==> src/rtl/fpec_cfg.svh <==
// constants of the flash program/erase controller
`ifndef FPEC_CFG_SVH
`define FPEC_CFG_SVH

`define FPEC_ADR_CONTROL 4'h0
`define FPEC_ADR_KEY 4'h4
`define FPEC_ADR_PAGE 4'h8
`define FPEC_ADR_OFFSET 4'hc

`define FPEC_BIT_START 15
`define FPEC_BIT_ALLOW 14
`define FPEC_BIT_FAULT 13
`define FPEC_BIT_ERASE 6
`define FPEC_CTRL_RESET 16'h0000
`define FPEC_CTRL_MASK 16'he04f

`define FPEC_KEY_FIRST 16'h0055
`define FPEC_KEY_SECOND 16'h00aa

`define FPEC_OP_BULK 4'hf
`define FPEC_OP_WORD 4'h3
`define FPEC_OP_BLOCK 4'h2
`define FPEC_OP_ROW 4'h1

`define FPEC_ROW_WORDS 64
`define FPEC_BLOCK_ROWS 8
`define FPEC_CLK_MHZ 20
`define FPEC_T_WORD_US 20
`define FPEC_T_ROW_US 20
`define FPEC_T_ERASE_US 20
`define FPEC_CYCLES(us) ((us) * `FPEC_CLK_MHZ)

`endif

==> src/rtl/fpec_pkg.sv <==
// types of the flash program/erase controller
package fpec_pkg;
    typedef enum logic [3:0] {
        FPEC_IDLE = 4'b0001,
        FPEC_FIRST = 4'b0010,
        FPEC_ARMED = 4'b0100,
        FPEC_BUSY = 4'b1000
    } fpec_key_e;

    typedef enum logic [2:0] {
        FPEC_K_NONE = 3'h0,
        FPEC_K_WORD = 3'h1,
        FPEC_K_ROW = 3'h2,
        FPEC_K_BLOCK = 3'h3,
        FPEC_K_BULK = 3'h4
    } fpec_kind_e;
endpackage

==> src/rtl/fpec_timer.sv <==
// self-timing counter for one flash operation
`timescale 1ns/1ps
module fpec_timer #(
    parameter int W = 16
) (
    // clock and reset
    input wire logic clk,
    input wire logic rst_n,
    // control
    input wire logic load,
    input wire logic [W-1:0] count,
    output logic done
);
    typedef struct packed {
        logic [W-1:0] cnt;
        logic run;
        logic done;
    } fpec_tmr_s;

    fpec_tmr_s r;
    fpec_tmr_s next_r;

    always_comb begin
        next_r = r;
        next_r.done = 1'b0;
        if (load) begin
            next_r.cnt = count;
            next_r.run = 1'b1;
        end else if (r.run) begin
            if (r.cnt <= W'(1)) begin
                next_r.run = 1'b0;
                next_r.done = 1'b1;
            end else begin
                next_r.cnt = r.cnt - W'(1);
            end
        end
    end

    always_ff @(posedge clk) begin
        if (!rst_n) begin
            r <= '0;
        end else begin
            r <= next_r;
        end
    end

    assign done = r.done;
endmodule

==> src/rtl/fpec_top.sv <==
// flash program/erase sequencer with wishbone register slave
//
// The Wishbone register port and the placing of the registers are this design's own decisions.
`timescale 1ns/1ps
`include "fpec_cfg.svh"
module fpec_top
    import fpec_pkg::*;
#(
    parameter int T_WORD = `FPEC_CYCLES(`FPEC_T_WORD_US),
    parameter int T_ROW = `FPEC_CYCLES(`FPEC_T_ROW_US),
    parameter int T_ERASE = `FPEC_CYCLES(`FPEC_T_ERASE_US),
    parameter int AW = 24
) (
    // clock and power-on reset
    input wire logic CLK_SYS,
    input wire logic NRST,
    // wishbone slave
    input wire logic CYC_I,
    input wire logic STB_I,
    input wire logic WE_I,
    input wire logic [3:0] ADR_I,
    input wire logic [3:0] SEL_I,
    input wire logic [31:0] DAT_I,
    output logic [31:0] DAT_O,
    output logic ACK_O,
    // mode strap
    input wire logic SERIAL_MODE,
    // core and flash array
    output logic CORE_STALL,
    output logic FLASH_WORD,
    output logic FLASH_ROW,
    output logic FLASH_ERASE_BLOCK,
    output logic FLASH_ERASE_BULK,
    output logic [AW-1:0] FLASH_ADDR
);
    typedef struct packed {
        fpec_key_e key;
        fpec_kind_e kind;
        logic start;
        logic allow;
        logic fault;
        logic erase;
        logic [3:0] op;
        logic [7:0] page;
        logic [15:0] offset;
        logic [31:0] rdata;
        logic ack;
        logic stall;
        logic f_word;
        logic f_row;
        logic f_blk;
        logic f_bulk;
        logic [AW-1:0] faddr;
    } fpec_state_s;

    localparam int TW = 16;

    fpec_state_s r;
    fpec_state_s next_r;
    logic tmr_load;
    logic [TW-1:0] tmr_count;
    logic tmr_done;
    logic req;
    logic wr;
    logic [15:0] wd;
    logic [15:0] ctrl_view;
    fpec_kind_e pick;
    logic [AW-1:0] target;

    assign req = CYC_I & STB_I & ~r.ack;
    assign wr = req & WE_I & SEL_I[0] & SEL_I[1];
    assign wd = DAT_I[15:0];
    assign target = AW'({r.page, r.offset});

    // control view; unimplemented bits zero
    assign ctrl_view = {r.start, r.allow, r.fault, 6'h00, r.erase,
        2'b00, r.op} & `FPEC_CTRL_MASK;

    // decode operation from select, erase bit and, for bulk erase, the serial mode strap
    always_comb begin
        pick = FPEC_K_NONE;
        case (r.op)
            `FPEC_OP_WORD: if (!r.erase) pick = FPEC_K_WORD;
            `FPEC_OP_ROW: if (!r.erase) pick = FPEC_K_ROW;
            `FPEC_OP_BLOCK: if (r.erase) pick = FPEC_K_BLOCK;
            `FPEC_OP_BULK: begin
                if (r.erase && SERIAL_MODE) pick = FPEC_K_BULK;
            end
            default: pick = FPEC_K_NONE;
        endcase
    end

    always_comb begin
        next_r = r;
        tmr_load = 1'b0;
        tmr_count = '0;
        next_r.ack = req;
        next_r.f_word = 1'b0;
        next_r.f_row = 1'b0;
        next_r.f_blk = 1'b0;
        next_r.f_bulk = 1'b0;
        if (req && !WE_I) begin
            case (ADR_I)
                `FPEC_ADR_CONTROL: next_r.rdata = {16'h0000, ctrl_view};
                `FPEC_ADR_PAGE: next_r.rdata = {24'h000000, r.page};
                `FPEC_ADR_OFFSET: next_r.rdata = {16'h0000, r.offset};
                default: next_r.rdata = 32'h00000000;
            endcase
        end
        case (r.key)
            FPEC_IDLE: begin
                if (wr && ADR_I == `FPEC_ADR_KEY
                        && wd == `FPEC_KEY_FIRST) begin
                    next_r.key = FPEC_FIRST;
                end
            end
            FPEC_FIRST: begin
                if (wr) begin
                    if (ADR_I == `FPEC_ADR_KEY
                            && wd == `FPEC_KEY_SECOND) begin
                        next_r.key = FPEC_ARMED;
                    end else begin
                        next_r.key = FPEC_IDLE;
                    end
                end
            end
            FPEC_ARMED: begin
                if (wr && ADR_I != `FPEC_ADR_CONTROL) begin
                    next_r.key = FPEC_IDLE;
                end
            end
            FPEC_BUSY: begin
                if (tmr_done) begin
                    next_r.key = FPEC_IDLE;
                    next_r.start = 1'b0;
                    next_r.stall = 1'b0;
                    next_r.fault = 1'b0;
                    next_r.kind = FPEC_K_NONE;
                end
            end
            default: next_r.key = FPEC_IDLE;
        endcase
        if (wr && r.key != FPEC_BUSY) begin
            if (ADR_I == `FPEC_ADR_PAGE) next_r.page = wd[7:0];
            if (ADR_I == `FPEC_ADR_OFFSET) next_r.offset = wd;
            if (ADR_I == `FPEC_ADR_CONTROL) begin
                next_r.allow = wd[`FPEC_BIT_ALLOW];
                next_r.erase = wd[`FPEC_BIT_ERASE];
                next_r.op = wd[3:0];
                if (!wd[`FPEC_BIT_START]) begin
                    next_r.fault = wd[`FPEC_BIT_FAULT];
                end
                if (wd[`FPEC_BIT_START]) begin
                    next_r.key = FPEC_IDLE;
                    if (r.key == FPEC_ARMED && wd[`FPEC_BIT_ALLOW]
                            && r.allow) begin
                        next_r.start = 1'b1;
                        next_r.stall = 1'b1;
                        next_r.key = FPEC_BUSY;
                        next_r.kind = pick;
                        tmr_load = 1'b1;
                        case (pick)
                            FPEC_K_WORD: begin
                                next_r.f_word = 1'b1;
                                next_r.faddr = target;
                                tmr_count = TW'(T_WORD);
                            end
                            FPEC_K_ROW: begin
                                next_r.f_row = 1'b1;
                                next_r.faddr = target
                                    - target % AW'(2 * `FPEC_ROW_WORDS);
                                tmr_count = TW'(T_ROW);
                            end
                            FPEC_K_BLOCK: begin
                                next_r.f_blk = 1'b1;
                                next_r.faddr = target - target
                                    % AW'(2 * `FPEC_ROW_WORDS
                                    * `FPEC_BLOCK_ROWS);
                                tmr_count = TW'(T_ERASE);
                            end
                            FPEC_K_BULK: begin
                                next_r.f_bulk = 1'b1;
                                next_r.faddr = '0;
                                tmr_count = TW'(T_ERASE);
                            end
                            default: tmr_count = TW'(1);
                        endcase
                    end else begin
                        next_r.fault = 1'b1;
                    end
                end
            end
        end
    end

    fpec_timer #(
        .W(TW)
    ) u_timer (
        .clk(CLK_SYS),
        .rst_n(NRST),
        .load(tmr_load),
        .count(tmr_count),
        .done(tmr_done)
    );

    always_ff @(posedge CLK_SYS) begin
        if (!NRST) begin
            r <= '0;
            r.key <= FPEC_IDLE;
            r.kind <= FPEC_K_NONE;
        end else begin
            r <= next_r;
        end
    end

    assign DAT_O = r.rdata;
    assign ACK_O = r.ack;
    assign CORE_STALL = r.stall;
    assign FLASH_WORD = r.f_word;
    assign FLASH_ROW = r.f_row;
    assign FLASH_ERASE_BLOCK = r.f_blk;
    assign FLASH_ERASE_BULK = r.f_bulk;
    assign FLASH_ADDR = r.faddr;

    // longest timed operation plus launch and done cycles
    localparam int T_LONG = T_WORD > T_ROW ? T_WORD : T_ROW;
    localparam int STALL_MAX = (T_LONG > T_ERASE ? T_LONG : T_ERASE) + 2;
endmodule

==> config.mk <==
export PLATFORM = sky130hd
export DESIGN_NAME = fpec_top
export DESIGN_NICKNAME = d
export VERILOG_FILES = /design/src/rtl/fpec_pkg.sv /design/src/rtl/fpec_timer.sv /design/src/rtl/fpec_top.sv
export VERILOG_INCLUDE_DIRS = /design/src /design/src/rtl
export SDC_FILE = /design/constraint.sdc
export NUM_CORES = 1
export LEC_CHECK = 0
export ABC_AREA = 1
export BUFFER_PORTS_ARGS = -buffer_cell sky130_fd_sc_hd__buf_2
export CAP_MARGIN = 20
export CORE_MARGIN = 2
export CORE_UTILIZATION = 57
export CTS_BUF_LIST = sky130_fd_sc_hd__clkbuf_8
export DETAILED_ROUTE_END_ITERATION = 8
export GPL_ROUTABILITY_DRIVEN = 0
export PLACE_DENSITY = 0.91
export SYNTH_ARGS = -nofsm -noshare
export SYNTH_HDL_FRONTEND = slang
export SYNTH_HIERARCHICAL = 1
export SYNTH_SLANG_ARGS = --single-unit
==> constraint.sdc <==
create_clock -name CLK_SYS -period 2.1 [get_ports CLK_SYS]
set_input_delay 0.315 -clock CLK_SYS [delete_from_list [all_inputs] [get_ports CLK_SYS]]
set_output_delay 0.315 -clock CLK_SYS [all_outputs]
set_load 0.05 [all_outputs]
==> results.py <==
metrics = {
    "finish": {
        "final_cells": 917,
        "nNetsFinal": 852,
        "syn2layout_area_growth_pct": 7.03,
        "drive_gt1_frac": 0.167,
        "n_antenna_cell": 0,
    },
    "global_route": {
        "grt_start_max_net_pins": 49,
        "grtUsageMet3": 0.0323,
        "track_usage": 0.252,
        "grt_pass1_vias": 4339,
        "busiest_layer": "met2",
        "use_met1": 0.322,
        "grt.overflow.total": 0,
        "grt_pass1_wl_um": 20200,
        "gr-usage-met2": 0.424,
        "antenna_found_initial": 0,
    },
    "synth": {
        "syn_inst": 759,
        "synth_seq_cells": 100,
        "ys_seq_area_frac": 0.385,
        "synth.area.top_cells": "dfxtp_1 39%, nand2_1 12%, buf_4 8.2%, nor2_1 7.4%, a21oi_1 6.8%",
        "ys_types": 35,
        "avgSynthCellArea_um2": 6.84,
        "syn_area_um2": 5190,
        "synth_area_leader_cell": "dfxtp_1",
        "yosys_warnings": 6,
        "synth_top_area_frac": 0.385,
    },
    "sta": {
        "setup_tns_ns": 0,
        "fin_worst_skew_ns": 0.0136,
        "hold_viol": 0,
        "setup-violations-final": 0,
        "fmax_mhz": 537,
        "slew_viol_final": 0,
        "rsz0062_at_grt": "false",
        "tightest_slew_ns": 0.564,
        "relSlewSlack": 0.624,
        "finalCriticalPeriod_ns": 1.86,
        "post-route-period-util": 0.887,
        "holdWs_ns": 0.218,
    },
    "floorplanning": {
        "die_h_um": 99.5,
        "dieArea_um2": 9890,
        "initial_core_util": 0.593,
        "io_pins": 108,
        "placementRows": 34,
        "die_x_um": 99.5,
        "core_area_um2": 8760,
    },
    "worst_hold_path": {
        "hp-class": "in2reg",
    },
    "routing": {
        "drc": 0,
        "first_pass_iters": 5,
        "dr_total_vias": 4848,
        "wl_um": 12200,
        "drtIter0Drc": 274,
        "ant_nets": 0,
        "wire_per_inst_um": 13.3,
        "viasPerCell": 5.29,
    },
    "clock_tree": {
        "clock-sinks": 100,
        "cts_tree": "built",
        "cts.clk_slew.worst_paths_ns": 0.10,
        "numCtsBuffers": 9,
        "htreeDepth": 3,
        "clk_latency_ns": 0.38,
        "holdBufCountCts": 0,
        "cts_setup_buffers": 0,
        "root_buffer": "clkbuf_8",
        "cts_resized": 0,
        "cts_buffer_depth": 2,
    },
    "critical_path": {
        "crit_slowest_cell": "dfxtp_1",
        "cp_slowest_stage_delay_ns": 0.35,
        "endpoint_kind": "flip-flop",
        "required_ns": 2.36,
        "critPathTopFamily": "simple AND/OR/NAND/NOR gates",
        "path_buf_inv": 2,
        "crit_top_cell": "nand2_1",
        "worstSetupPathType": "reg2reg",
        "cp.arrival_ns": 2.12,
        "crit_chain": "inv_1 > ha_1 > inv_1 > nand2_1 > nand2_1 > nor2_2 > nand2_2 > nand2_4 > nand2_1 > nand2_1 > a21oi_1",
        "cp-start-kind": "flip-flop",
        "crit_fanout": 18,
    },
    "flow_run": {
        "max_cap_viol_count": 0,
    },
    "placement": {
        "place_inst": 901,
        "dpl.hpwl_um": 8750,
        "io_buffers": 73,
    },
    "power_and_ir_drop": {
        "p_leak_nw": 2.55,
        "ir_drop_mv": 0.429,
        "p_per_area_nw_per_um2": 598,
        "p_total_w": 0.00332,
    },
    "outcome": {
        "status": "complete, no violations",
    },
}
[power by group]
part | switching [W] | internal (W) | total, W
registers | 0.00000107 | 0.00190 | 0.00190
clock network | 0.000748 | 0.000465 | 0.00121
logic | 0.000168 | 0.0000441 | 0.000213
[cell families (layout without fill, tap and decap cells)]
| kind of cell | after synthesis | after routing | synth area share |
|---|---|---|---|
| and+or+nand+nor | 368 | 368 | 0.312 |
| buffers and inverters | 155 | 178 | 0.161 |
| AOI/OAI and AO/OA | 133 | 133 | 0.136 |
| DFF | 100 | 100 | 0.385 |
| adders and majority gates | 2 | 2 | 0.00482 |
| other | 1 | 28 | 0.000722 |
[final cells by class]
class	instances	area, µm²
flip-flops and latches	100	2000
clock inverters	7	66.3
clock buffers	9	124
fillers	822	3200
inverters	72	272
repair buffers	90	505
multi-input cells	531	2450
well taps	108	135
[layer usage]
layer  up-vias  part of all wire
li1       2451                 -
met4         0             0.027
met1      2148              0.42
met3        33             0.079
met2       216              0.48
met5         -                 0
[through the flow]
stage / util / worst slack, ns / area [µm²]
floorplan: - / 0.0604 / 5300
global placement: 0.613 / 0.317 / 5370
detailed placement: 0.613 / 0.224 / 5370
CTS: 0.634 / 0.267 / 5560
global route: 0.634 / 0.0330 / 5560
finish: 0.634 / 0.236 / 5560
[flip-flops by register name, summed over array words and instances (netlist names), 8 cells and up]
register / count
DAT_O: 16
ctrl_view: 8
r: 28
u_timer/r: 17
FLASH_ADDR: 24
[layout by cell type, fill, tap and decap left out, types with 3 or more instances in the layout]
cell and count:
nand4_1 6, inv_2 4, inv_1 65, buf_4 16, a21oi_1 71, dfxtp_1 100, nand2_2 5, conb_1 28
o22ai_1 7, nand3b_1 3, buf_2 73, clkbuf_8 9, o21ai_0 25, nand3_1 64, nor2_2 7, o221ai_1 5
nor3_1 5, o21ai_1 21, nand2_1 164, nor2_1 103, inv_6 3
[Yosys cell counts]
library cell,instances
o21ai_1,21
nand4_2,1
buf_6,4
or2_2,1
nor2_4,2
o221ai_1,5
nand3_4,1
nand3_2,2
nor2_2,7
dfxtp_1,100
nor2_8,1
o211ai_1,1
nand2_1,164
a21oi_1,71
clkinv_2,1
buf_2,9
clkinv_1,2
nand4_1,6
nor3_4,1
nor2_1,103
nand2_2,5
nand2_4,2
nor3_1,5
o21ai_0,25
buf_4,57
a21oi_2,1
inv_1,65
nand3_1,64
o31ai_1,2
clkbuf_1,13
o22ai_1,7
nand3b_1,3
conb_1,1
ha_1,2
inv_2,4
[worst register-to-register path: stages (launching register included)]
cell and delay, ns:
dfxtp_1 0.35, inv_1 0.12, ha_1 0.28, inv_1 0.06, nand2_1 0.06, nand2_1 0.05, nor2_2 0.13, nand2_2 0.10
nand2_4 0.18, nand2_1 0.22, nand2_1 0.12, a21oi_1 0.08
[path summary, 6_finish.rpt]
check,from,to,depth (start not counted),slack (ns)
max,u_timer/r[2]$_SDFFE_PN0P_,u_timer/r[2]$_SDFFE_PN0P_,11,0.24
min,CYC_I,ACK_O$_SDFF_PN0_,3,0.22
max reg2reg,u_timer/r[2]$_SDFFE_PN0P_,u_timer/r[2]$_SDFFE_PN0P_,11,0.24
min reg2reg,u_timer/done$_SDFF_PP0_,r[100]$_SDFF_PN0_,1,0.46
(Power assumes the default switching activity.)
